`src/design/flut7_consts.svh`:
```
// constants for lookup-table entry seven: offsets, resets, field positions
// assumes inclusion by the entry module only
`ifndef FLUT7_CONSTS_SVH
`define FLUT7_CONSTS_SVH
`define FLUT7_LIMIT_ADDR 8'h5C
`define FLUT7_DUTY_ADDR 8'h5D
`define FLUT7_LIMIT_RST 8'h7F
`define FLUT7_DUTY_RST 8'h3F
`define FLUT7_HALF_BIT 7
`define FLUT7_WHOLE_HI 6
`define FLUT7_EXT_HI 7
`define FLUT7_EXT_LO 6
`define FLUT7_BASE_HI 5
`define FLUT7_UNMAPPED_RD 8'h00
`define FLUT7_TEMP_SIGN 9
`define FLUT7_TEMP_WHOLE_HI 8
`define FLUT7_TEMP_WHOLE_LO 1
`define FLUT7_SEL_RST 8'h00
`define FLUT7_EXCEED_RST 1'h0
`endif

```
`src/design/flut7_pkg.sv`:
```
// types for lookup-table entry seven
// assumes nothing beyond the consts header
package flut7_pkg;
  typedef logic [7:0] flut7_byte_t;
  // temperatures in half-degree units
  typedef logic [9:0] flut7_half_deg_t;
endpackage

```
`src/design/flut7_entry.sv`:
```
// lookup-table entry seven: limit and duty registers, threshold compare
// assumes a register port decoded from the serial interface on the same clock,
// and mode bits and conversion results held by neighbouring logic
// Summary of operation
// - writes accepted only while table unlocked
// - high-res limit: bit7 adds half degree
// - low-res limit: bit7 unused, reads zero
// - above limit selects this entry's duty
// - compare nine bits high-res, eight low-res
// - limit always positive, sign assumed zero
// - table offset added to the limit
// - low-res duty: extended bits read zero
// - high-res duty joins extended and base bits
// - extended bits only at fast pwm rate
// - low-res pwm uses base bits only
`timescale 1ns/1ps
`include "flut7_consts.svh"
module flut7_entry
  import flut7_pkg::*;
(
  input wire logic ref_clk_in,
  input wire logic srst_in,
  input wire logic [7:0] reg_addr_in,
  input wire logic reg_wr_in,
  input wire logic reg_rd_in,
  input wire logic [7:0] reg_wdata_in,
  output logic [7:0] reg_rdata_out,
  input wire logic lut_unlock_in,
  input wire logic temp_hires_in,
  input wire logic duty_hires_in,
  input wire logic pwm_fast_in,
  input wire logic [7:0] lut_offset_in,
  input wire logic [9:0] remote_temp_in,
  input wire logic remote_valid_in,
  output logic entry_exceed_out,
  output logic [7:0] entry_duty_out
);

  flut7_byte_t limit_q;
  flut7_byte_t limit_d;
  flut7_byte_t duty_q;
  flut7_byte_t duty_d;
  flut7_byte_t rdata_q;
  flut7_byte_t rdata_d;
  flut7_byte_t duty_sel_q;
  logic exceed_q;
  logic exceed_d;

  // register decode
  wire logic hit_limit = (reg_addr_in == `FLUT7_LIMIT_ADDR);
  wire logic hit_duty = (reg_addr_in == `FLUT7_DUTY_ADDR);
  wire logic wr_limit = reg_wr_in && hit_limit && lut_unlock_in;
  wire logic wr_duty = reg_wr_in && hit_duty && lut_unlock_in;

  // half bit hidden at low resolution
  wire logic half_bit = temp_hires_in && limit_q[`FLUT7_HALF_BIT];
  wire flut7_byte_t limit_view = {half_bit, limit_q[`FLUT7_WHOLE_HI:0]};
  // extended duty bits hidden at low resolution
  wire logic [1:0] ext_view = duty_hires_in ? duty_q[`FLUT7_EXT_HI:`FLUT7_EXT_LO] : 2'h0;
  wire flut7_byte_t duty_view = {ext_view, duty_q[`FLUT7_BASE_HI:0]};

  // limit in half-degree units, sign zero
  wire flut7_half_deg_t limit_half = {2'h0, limit_q[`FLUT7_WHOLE_HI:0], half_bit};
  wire flut7_half_deg_t offset_half = {1'h0, lut_offset_in, 1'h0};
  wire flut7_half_deg_t limit_eff = limit_half + offset_half;
  // low resolution drops the half bit
  wire logic remote_neg = remote_temp_in[`FLUT7_TEMP_SIGN];
  wire logic remote_half = temp_hires_in && remote_temp_in[0];
  wire flut7_half_deg_t remote_half_deg = {1'h0, remote_temp_in[`FLUT7_TEMP_WHOLE_HI:`FLUT7_TEMP_WHOLE_LO], remote_half};
  // equal keeps the lower step, so a reading sitting on the limit does not flip the duty
  // strictly above the effective limit
  wire logic above = !remote_neg && (remote_half_deg > limit_eff);

  // extended bits need the fast pwm rate
  wire logic ext_on = duty_hires_in && pwm_fast_in;
  wire flut7_byte_t duty_eff = ext_on ? duty_q : {2'h0, duty_q[`FLUT7_BASE_HI:0]};

  assign limit_d = wr_limit ? reg_wdata_in : limit_q;
  assign duty_d = wr_duty ? reg_wdata_in : duty_q;
  assign exceed_d = remote_valid_in ? above : exceed_q;
  assign rdata_d = !reg_rd_in ? rdata_q :
                   hit_limit ? limit_view :
                   hit_duty ? duty_view : `FLUT7_UNMAPPED_RD;

  always_ff @(posedge ref_clk_in) begin
    if (srst_in) begin
      limit_q <= `FLUT7_LIMIT_RST;
      duty_q <= `FLUT7_DUTY_RST;
    end else begin
      limit_q <= limit_d;
      duty_q <= duty_d;
    end
  end

  // read data holds until the next read so slow serial logic can shift it out
  always_ff @(posedge ref_clk_in) begin
    if (srst_in) begin
      rdata_q <= `FLUT7_UNMAPPED_RD;
      exceed_q <= `FLUT7_EXCEED_RST;
      duty_sel_q <= `FLUT7_SEL_RST;
    end else begin
      rdata_q <= rdata_d;
      exceed_q <= exceed_d;
      duty_sel_q <= duty_eff;
    end
  end

  // outputs come straight from flops so neighbouring logic sees no decode glitches
  assign reg_rdata_out = rdata_q;
  assign entry_exceed_out = exceed_q;
  assign entry_duty_out = duty_sel_q;
endmodule // flut7_entry

```
`config.mk`:
```
export PLATFORM = sky130hd
export DESIGN_NAME = flut7_entry
export DESIGN_NICKNAME = d
export VERILOG_FILES = /design/src/design/flut7_pkg.sv /design/src/design/flut7_entry.sv
export VERILOG_INCLUDE_DIRS = /design/src /design/src/design
export SDC_FILE = /design/constraint.sdc
export NUM_CORES = 1
export LEC_CHECK = 0
export BUFFER_PORTS_ARGS = -buffer_cell sky130_fd_sc_hd__buf_4
export CORE_UTILIZATION = 25
export DETAILED_ROUTE_END_ITERATION = 10
export GPL_TIMING_DRIVEN = 0
export SYNTH_ARGS = -nofsm -noshare
export SYNTH_HDL_FRONTEND = slang
export SYNTH_SLANG_ARGS = --single-unit
```
`constraint.sdc`:
```
create_clock -name ref_clk_in -period 4.9 [get_ports ref_clk_in]
set_input_delay 1.225 -clock ref_clk_in [delete_from_list [all_inputs] [get_ports ref_clk_in]]
set_output_delay 1.225 -clock ref_clk_in [all_outputs]
set_load 0.03 [all_outputs]
```
# After elaboration in Yosys (flattened, before gate mapping)
# Index checks and enable logic that the tools add are counted.
# classes
add_sub_neg	1
n_lt_le_gt_ge	1
muxes	3
eq_ne	2
bitwise_logic	1
n_reduce_logical	10
# ops
operator	n
8-bit by 7-bit == test with 1-bit output (second input constant)	2
8-bit two-way mux	2
8-bit by 9-bit adder with 10-bit output	1
9-bit by 10-bit greater-than comparator with 1-bit output	1
1-bit logical AND	8
2-bit two-way mux	1
2-bit OR reduction	1
1-bit zero test	1
1-bit NOT	1
# word_totals
elab_cells	24
out_inout_bits	17
regBits	33

# Logic depth before layout (Yosys ltp)
# Gate-level depths: netlist of run 1.
# depth
word_depth	4
ltp_mapped	13

# Least setup slack after synthesis of run 1
# No wires, ideal clock.
# synth_path
path_type	input to register
from	in lut_offset_in[0]
to	reg exceed_q (netlist: entry_exceed_out)
n_path_buf	0
path_slack_ps	1538
required_time_ps	4772
cell_stages	12
arrival_time_ps	3234
path_cell_list	ha_1 > inv_1 > fa_1 > nor2b_1 > o31a_1 > o21ai_0 > nand2_1 > xnor2_1 > ha_1 > a21o_1 > a2111oi_0 > o31ai_1
# synth_via
elab_chain_len	3
# synth_lines
item	line_no	rtl
from (decl)	flut7_entry.sv:32	input wire logic [7:0] lut_offset_in,
8-bit by 9-bit adder with 10-bit output	flut7_entry.sv:65	wire flut7_half_deg_t limit_eff = limit_half + offset_half;
9-bit by 10-bit greater-than comparator with 1-bit output	flut7_entry.sv:72	wire logic above = !remote_neg && (remote_half_deg > limit_eff);
1-bit logical AND	flut7_entry.sv:72	
to (signal assigned)	flut7_entry.sv:99	exceed_q <= `FLUT7_EXCEED_RST;
to (decl)	flut7_entry.sv:46	logic exceed_q;
# Every way passes these cells.
# A chain may end at the register's enable or synchronous reset.

# Final worst setup path of run 1
# Ends and elaborated chain as after synthesis.

==> results of run 1 <==
[flip-flops by register name, indices dropped and copies added (netlist names)]
register / count
duty_q: 8
entry_duty_out: 8
entry_exceed_out: 1
limit_q: 8
reg_rdata_out: 8
[routing by layer]
metal / part of all wire (%) / wire length [um]
met4: 0.54 / 24
met5: 0 / 0
met3: 5.6 / 247
met1: 46 / 2048
met2: 48 / 2106
[area by class of cell]
cell class,instances,area [sq um]
fill,734,4407
multi-input combinational,140,1017
sequential,33,660.6
timing repair buffer,58,435.4
tap,96,120.1
clock buffer,7,86.33
inverter,16,60.06
buffer,8,52.55
clock inverter,1,30.03
[final timing paths]
check / startpoint / end / slack [ns] / depth (start not counted)
worst max-delay path: lut_offset_in[0] / entry_exceed_out / 1.39 / 14
worst min-delay path: entry_exceed_out / entry_exceed_out / 0.46 / 2
worst max register to register: limit_q[0] / entry_exceed_out / 2.05 / 13
worst min register to register: entry_exceed_out / entry_exceed_out / 0.46 / 2
[worst max-delay path: stages]
cell and delay (ns):
buf_4 0.11, ha_1 0.20, inv_1 0.07, fa_1 0.21, nor2b_1 0.07, o31a_1 0.26, o21ai_0 0.23, nand2_1 0.10
xnor2_1 0.13, ha_1 0.28, nand3_1 0.15, nor3_1 0.08, a2111oi_0 0.46, o31ai_1 0.10
[logic make-up after synthesis]
| family | after synthesis | synth area share [%] |
|---|---|---|
| fa+ha+maj | 17 | 12.30 |
| simple gates | 67 | 20.48 |
| xor+xnor | 5 | 2.446 |
| compound gates | 39 | 14.54 |
| mux | 12 | 7.058 |
| flops | 33 | 36.90 |
| buf+inv | 24 | 6.289 |
[placed cells by master (no fill, tap or decap), drive strengths merged, types with 2 or more instances in the layout]
master and n:
a211o 7, a211oi 2, a21o 2, a21oi 11, and4 2, and4b 3
buf 62, clkbuf 11, dfxtp 33, ha 16, inv 16, mux2 5
mux2i 7, nand2 13, nand2b 8, nand3 14, nor2 14, nor2b 9
nor3 2, o211ai 4, o21ai 7, xnor2 2, xor2 3
[synth_stat cells]
cell type	n	area share, %
and4_1	2	0.98
buf_6	3	1.9
o21a_1	1	0.42
ha_1	16	11
clkbuf_1	4	0.84
mux2_2	5	3.1
mux2i_1	7	3.9
nand2b_1	8	2.8
buf_1	1	0.21
nor2_1	14	2.9
dfxtp_1	33	37
nor2b_1	9	3.1
o31ai_1	1	0.42
a211o_1	7	3.4
a2111oi_0	1	0.49
nor4bb_1	1	0.56
inv_1	16	3.4
o31a_1	1	0.49
nand3_1	14	3.9
xor2_1	3	1.5
nor3_1	2	0.56
and4b_1	3	1.7
xnor2_1	2	0.98
a211oi_1	2	0.84
o21bai_1	1	0.42
a21o_1	2	0.84
fa_1	1	1.1
nand4_4	1	1.2
nand2_1	13	2.7
o41ai_1	1	0.49
a21oi_1	11	3.1
o211ai_1	4	1.7
o21ai_0	7	2.0
[power groups by stage]
stage	sequential [mW]	clock [mW]	combinational, mW
finish	0.273	0.267	0.0981
global route	0.273	0.287	0.111
CTS	0.273	0.274	0.0994
detailed placement	0.279	0	0.0989
global placement	0.279	0	0.0967
floorplan	0.285	0	0.0458
==> out/qor.txt, run 1 <==
status - finished clean
Rows - 30
Final Hold Viols - 0
DIE AREA - 7504 sq um
Residual DRC - 0
Post-Syn Nets - 257
Final Max Slew Viols - 0
Worst-Margin Slew - 0.5597 ns
WL/cell - 12.33 um
nets - 322
startpoint types - input port
Slew Limit Headroom - 62.68%
IO Port Bufs - 58
Fmax - 0.2849 GHz
sequential area share after synthesis - 36.90%
unique cell type count in the Yosys netlist - 33
Synth Register Bits - 33
CTS tree - built
power density cells - 258.8 nW/um^2
CTS Buf Count - 5
CTS Hold Bufs - 0
critical path type - in -> reg
Comb power frac - 15.4%
Max clock buf depth - 2
final setup fails - 0
Critical Path RT - 5.06 ns
vias in the first global route - 1608
initial antenna violation count - 0
pre-CTS setup slack - 1.050 ns
global routing usage on met2 - 21.50%
PostCTS Resize Cnt - 0
Gate Count Post-Synth - 197
Mapped Area - 1790 sq um
I/O pin cnt - 60
Initial Util - 26.07%
clk sinks - 33
non-filler cells, final - 359
drt total wl - 4.426 mm
Worst Setup End Kind - flip-flop
Die W - 86.63 um
Routed Antenna Nets - 0
diode count - 0
Setup WS post-layout - 1.390 ns
drt pass-1 iters - 4
clock slew at reported path FFs - 0.07 ns
global-route usage over all layers - 12.76%
GP Congestion - 0.7379
first-pass GRT wire length - 7.203 mm
Die Y - 86.63 um
Sw Ratio - 23.64%
RSZ-0062 raised after global routing - no
WHS - 0.4595 ns
1st-iter DRT viols - 49
HP Class - reg -> reg
post-placement cell count - 351
core area - 6869 sq um
Design Power - 0.6373 mW
Max Cap Viol - 0
CP Max Fanout - 3
clock group share of total power - 41.8%
layout cells sized above 1 - 28.14%
clock latency on the worst-skew pair - 0.28 ns
Pleak - 1.094 nW
Via density - 4.384
Synth Area per Inst - 9.089 sq um
min Tclk post-route - 3.510 ns
Clock Skew - 0.003849 ns
met1 GRT Util - 15.35%
CTS root buffer - clkbuf_8
H-tree depth - 2
GR Overflow Total - 0
Yosys warnings - 0
Post-Place Cell Area - 2346 sq um
Seq pwr share - 42.8%
M3 GR Usage - 4.476%
pin count of the biggest net entering global routing - 11
crit path DAT - 3.67 ns
Psw - 0.1507 mW
design area - 2462 sq um
VDD IR max - 0.1045 mV
area growth from synthesis to layout - 37.53%
Final period util - 71.64%
Internal - 0.4866 mW
post-DP HPWL - 3.537 mm
GRT busiest layer - met2
post-CTS setup buffers - 0
fin util - 35.85%
setup TNS - 0 ns
via count - 1574
Note: power is estimated with default switching activity, not from simulation.
==> run 2: changes to the inputs <==
==> constraint.sdc (replaced) <==
create_clock -name ref_clk_in -period 3.2 [get_ports ref_clk_in]
set_input_delay 0.8 -clock ref_clk_in [delete_from_list [all_inputs] [get_ports ref_clk_in]]
set_output_delay 0.8 -clock ref_clk_in [all_outputs]
set_load 0.03 [all_outputs]
==> run 2 against run 1 <==
  * Setup slack worse by 1.1 ns
  * Final cell count unchanged
  * Routed wire length increased by 0.11%
  * Sequential share of layout area down 0.068 points
  * Largest cell class unchanged
==> out/qor.txt, run 2 (same netlist as run 1, synthesis figures left out) <==
met2 WL - 2.115 mm
DR top layer - met4
Final Max Slew Viols - 0
most common cell after layout, fill and taps aside - buf_4
post-DP HPWL - 3.537 mm
min Tclk post-route - 2.955 ns
clock slew at reported path FFs - 0.07 ns
Max clock buf depth - 2
status - finished clean
diode count - 0
Psw - 0.2324 mW
Residual DRC - 0
Clock Skew - 0.003938 ns
Die Y - 86.63 um
WHS - 0.4595 ns
initial antenna violation count - 0
crit path DAT - 3.13 ns
CTS Hold Bufs - 0
Max Cap Viol - 0
core area - 6869 sq um
Worst Setup End Kind - flip-flop
CP Max Fanout - 3
routed length on met1 - 2.043 mm
post-CTS setup buffers - 0
GP Congestion - 0.7379
Post-Place Cell Area - 2346 sq um
PostCTS Resize Cnt - 0
Slew Limit Headroom - 62.69%
most frequent CP cell - ha_1
CTS root buffer - clkbuf_8
filler cell count - 733
global-route usage over all layers - 12.76%
Initial Util - 26.07%
worst path bufs/invs - 2
clock group share of total power - 41.7%
most frequent cells in the layout - 58 x buf_4, 33 x dfxtp_1, 16 x inv_1, 16 x ha_1
Final Hold Viols - 0
Largest stage delay, worst path - 0.36 ns
Critical Path RT - 3.37 ns
Die W - 86.63 um
layout cells sized above 1 - 28.52%
slowest CP cell - a2111oi_2
Routed met3 length - 247 um
Final period util - 92.36%
GR Overflow Total - 0
critical-path cell list - buf_4, ha_1, inv_1, fa_1, nor2b_1, o31a_1, o21ai_0, nand2_1, xnor2_1, ha_1, nand3_1, a21oi_1, a2111oi_2, o31ai_1
Routed Antenna Nets - 0
power density cells - 397.0 nW/um^2
Comb power frac - 15.7%
post-placement cell count - 351
WL/cell - 12.34 um
non-filler cells, final - 359
Fmax - 0.3384 GHz
DIE AREA - 7504 sq um
Worst-Margin Slew - 0.5597 ns
H-tree depth - 2
via count - 1578
design area - 2469 sq um
nets - 322
first-pass GRT wire length - 7.203 mm
Pleak - 1.096 nW
Design Power - 0.9801 mW
reg2reg setup slack - 0.48 ns
vias in the first global route - 1608
VDD IR max - 0.1600 mV
critical path type - in -> reg
area growth from synthesis to layout - 37.88%
HP Class - reg -> reg
clock latency on the worst-skew pair - 0.28 ns
pin count of the biggest net entering global routing - 11
Internal - 0.7476 mW
1st-iter DRT viols - 52
startpoint types - input port
Rows - 30
Seq pwr share - 42.6%
CTS Buf Count - 5
CTS tree - built
RSZ-0062 raised after global routing - no
I/O pin cnt - 60
final setup fails - 0
cell family with most CP delay - compound AO/OA/AOI/OAI gates
IO Port Bufs - 58
Via density - 4.396
Sw Ratio - 23.72%
clk sinks - 33
drt pass-1 iters - 4
drt total wl - 4.431 mm
[run 2: cell counts in the layout (fill, tap and decap cells not counted)]
No cell type changed its count.
[run 2: final timing paths]
kind,from,end,cells past startpoint
worst max-delay path,lut_offset_in[0],entry_exceed_out,14
worst max register to register,limit_q[0],entry_exceed_out,13
worst min-delay path,entry_exceed_out,entry_exceed_out,2
worst min register to register,entry_exceed_out,entry_exceed_out,2
[run 2: through the flow]
step	worst slack (ns)	setup TNS, ns	util [%]
final	0.2446	0	35.94
after CTS	0.07663	0	35.85
after global placement	-0.1541	-0.1541	34.15
after global routing	0.04144	0	35.94
after floorplan	0.2628	0	-
after detailed placement	-0.2255	-0.2255	34.15
[run 2: layer usage]
layer | GRT usage, % | vias up
met2 | 21.50 | 33
met3 | 4.476 | 2
li1 | - | 824
met4 | 3.636 | 0
met5 | 0 | -
met1 | 15.35 | 719
[run 2: layout make-up]
class	count	area (sq um)	area share [%]
Clock inverter	1	30.03	1.216
Tap cell	96	120.1	4.866
Inverter	16	60.06	2.433
Timing Repair Buffer	58	435.4	17.64
Buffer	8	52.55	2.129
Multi-Input combinational cell	140	1023	41.46
Sequential cell	33	660.6	26.76
Clock buffer	7	86.33	3.497
[run 2: power by group through the flow]
stage	clock network (mW)	logic, mW	registers, mW
detailed placement	0	0.151	0.427
global route	0.440	0.173	0.418
global placement	0	0.148	0.427
floorplan	0	0.0701	0.437
finish	0.408	0.154	0.417
CTS	0.420	0.152	0.417
[run 2: tightest hold or removal path: cells and delay by family, from the launching register on]
kind / cells / cell delay, ns
flops: 1 / 0.33
simple gates: 1 / 0.05
compound gates: 1 / 0.05
==> run 3: changes to the inputs <==
--- a/config.mk
+++ b/config.mk
@@ -8,6 +8,7 @@
 export LEC_CHECK = 0
 export BUFFER_PORTS_ARGS = -buffer_cell sky130_fd_sc_hd__buf_4
 export CORE_UTILIZATION = 25
+export CTS_BUF_LIST = sky130_fd_sc_hd__clkbuf_16
 export DETAILED_ROUTE_END_ITERATION = 10
 export GPL_TIMING_DRIVEN = 0
 export SYNTH_ARGS = -nofsm -noshare
==> run 3 against run 2 <==
  * Maximum frequency decreased by 0.33%
  * Largest power group is now clock
  * Largest cell class unchanged
  * Critical path depth stayed put
  * Global-route usage is 0.14 points higher
  * Clock power rose by 30%
  * Non-clock buffer count stayed put
  * First-iteration DRC count up 63%
==> out/qor.txt, run 3 (same netlist as run 1, synthesis figures left out) <==
M3 GR Usage - 3.905%
Final Hold Viols - 0
RSZ-0062 raised after global routing - no
PostCTS Resize Cnt - 0
post-DP HPWL - 3.537 mm
DIE AREA - 7504 sq um
design area - 2515 sq um
1st-iter DRT viols - 85
clock latency on the worst-skew pair - 0.28 ns
CTS Hold Bufs - 0
power density cells - 438.3 nW/um^2
most frequent CP cell - ha_1
CP Max Fanout - 3
reg2reg setup slack - 0.48 ns
Die W - 86.63 um
WL/cell - 12.26 um
slowest CP cell - a2111oi_2
critical path type - in -> reg
Fmax - 0.3373 GHz
status - finished clean
CTS root buffer - clkbuf_16
Worst-Margin Slew - 0.5482 ns
drt total wl - 4.403 mm
crit path DAT - 3.13 ns
VDD IR max - 0.2450 mV
clk sinks - 33
Worst Setup End Kind - flip-flop
GR Overflow Total - 0
I/O pin cnt - 60
startpoint types - input port
Max Cap Viol - 0
CTS tree - built
pin count of the biggest net entering global routing - 11
layout cells sized above 1 - 28.14%
nets - 322
post-CTS setup buffers - 0
core area - 6869 sq um
initial antenna violation count - 0
Rows - 30
drt pass-1 iters - 4
final setup fails - 0
HP Class - reg -> reg
Residual DRC - 0
first-pass GRT wire length - 7.251 mm
Via density - 4.415
vias in the first global route - 1612
GRT busiest layer - met2
Final period util - 92.66%
IO Port Bufs - 58
met1 GRT Util - 15.35%
Pleak - 1.120 nW
Slew Limit Headroom - 63.45%
pre-CTS setup slack - -0.2255 ns
most frequent cells in the layout - 58 x buf_4, 33 x dfxtp_1, 17 x inv_1
most common cell after layout, fill and taps aside - buf_4
Post-Place Cell Area - 2346 sq um
clock slew at reported path FFs - 0.05 ns
worst path bufs/invs - 2
Clock Skew - 0.006394 ns
Critical Path RT - 3.36 ns
H-tree depth - 2
CTS Buf Count - 5
via count - 1585
Design Power - 1.102 mW
GP Congestion - 0.7379
global-route usage over all layers - 12.90%
diode count - 0
min Tclk post-route - 2.965 ns
critical-path cell list - buf_4, ha_1, inv_1, fa_1, nor2b_1, o31a_1, o21ai_0, nand2_1, xnor2_1, ha_1, nand3_1, a21oi_1, a2111oi_2, o31ai_1
global routing usage on met2 - 21.57%
Largest stage delay, worst path - 0.36 ns
cell family with most CP delay - compound AO/OA/AOI/OAI gates
area growth from synthesis to layout - 40.46%
Max clock buf depth - 2
Die Y - 86.63 um
Initial Util - 26.07%
Routed Antenna Nets - 0
Final Max Slew Viols - 0
Setup WS post-layout - 0.2349 ns
## run 3: per-layer routing
layer  vias up  routed length (um)  part of all wire [%]
met1       720                2004                    46
met5         -                   0                     0
met4         0                  71                   1.6
met3         7                 244                   5.5
li1        824                   -                     -
met2        34                2083                    47
## run 3: area by class of cell
type / instances / area (sq um)
clock inverters: 3 / 37.54
plain buffers: 8 / 52.55
repair buffers: 58 / 435.4
clock buffers: 5 / 125.1
flip-flops and latches: 33 / 660.6
well taps: 96 / 120.1
multi-input cells: 140 / 1023
fillers: 725 / 4354
inverters: 16 / 60.06
## run 3: final timing paths
check                           depth (start not counted)              from                to
worst max-delay path                                   14  lut_offset_in[0]  entry_exceed_out
worst min-delay path                                    2  entry_exceed_out  entry_exceed_out
worst max register to register                         13        limit_q[0]  entry_exceed_out
worst min register to register                          2  entry_exceed_out  entry_exceed_out
## run 3: through the flow
step	hold WS (ns)	TNS, ns	utilization (%)	std cells
2_1_floorplan	0.4445	0	-	197
3_3_place_gp	0.4467	-0.1541	34.15	351
3_5_place_dp	0.4505	-0.2255	34.15	351
4_1_cts	0.4636	0	36.52	359
5_1_grt	0.4936	0	36.61	359
6_report	0.4553	0	36.61	359
## run 3: power by group
part | internal [mW] | switching [mW]
Sequential | 0.417 | 0.00169
Clock | 0.361 | 0.169
Combinational | 0.0781 | 0.0759
Total | 0.856 | 0.247
## run 3: worst register-to-register path, stage by stage, from the launching register on
cell	delay, ns
dfxtp_1	0.37
ha_1	0.18
inv_1	0.06
fa_1	0.40
nor2b_1	0.16
o31a_1	0.17
o21ai_0	0.11
nand2_1	0.10
xnor2_1	0.12
ha_1	0.26
nand3_1	0.15
a21oi_1	0.07
a2111oi_2	0.36
o31ai_1	0.10
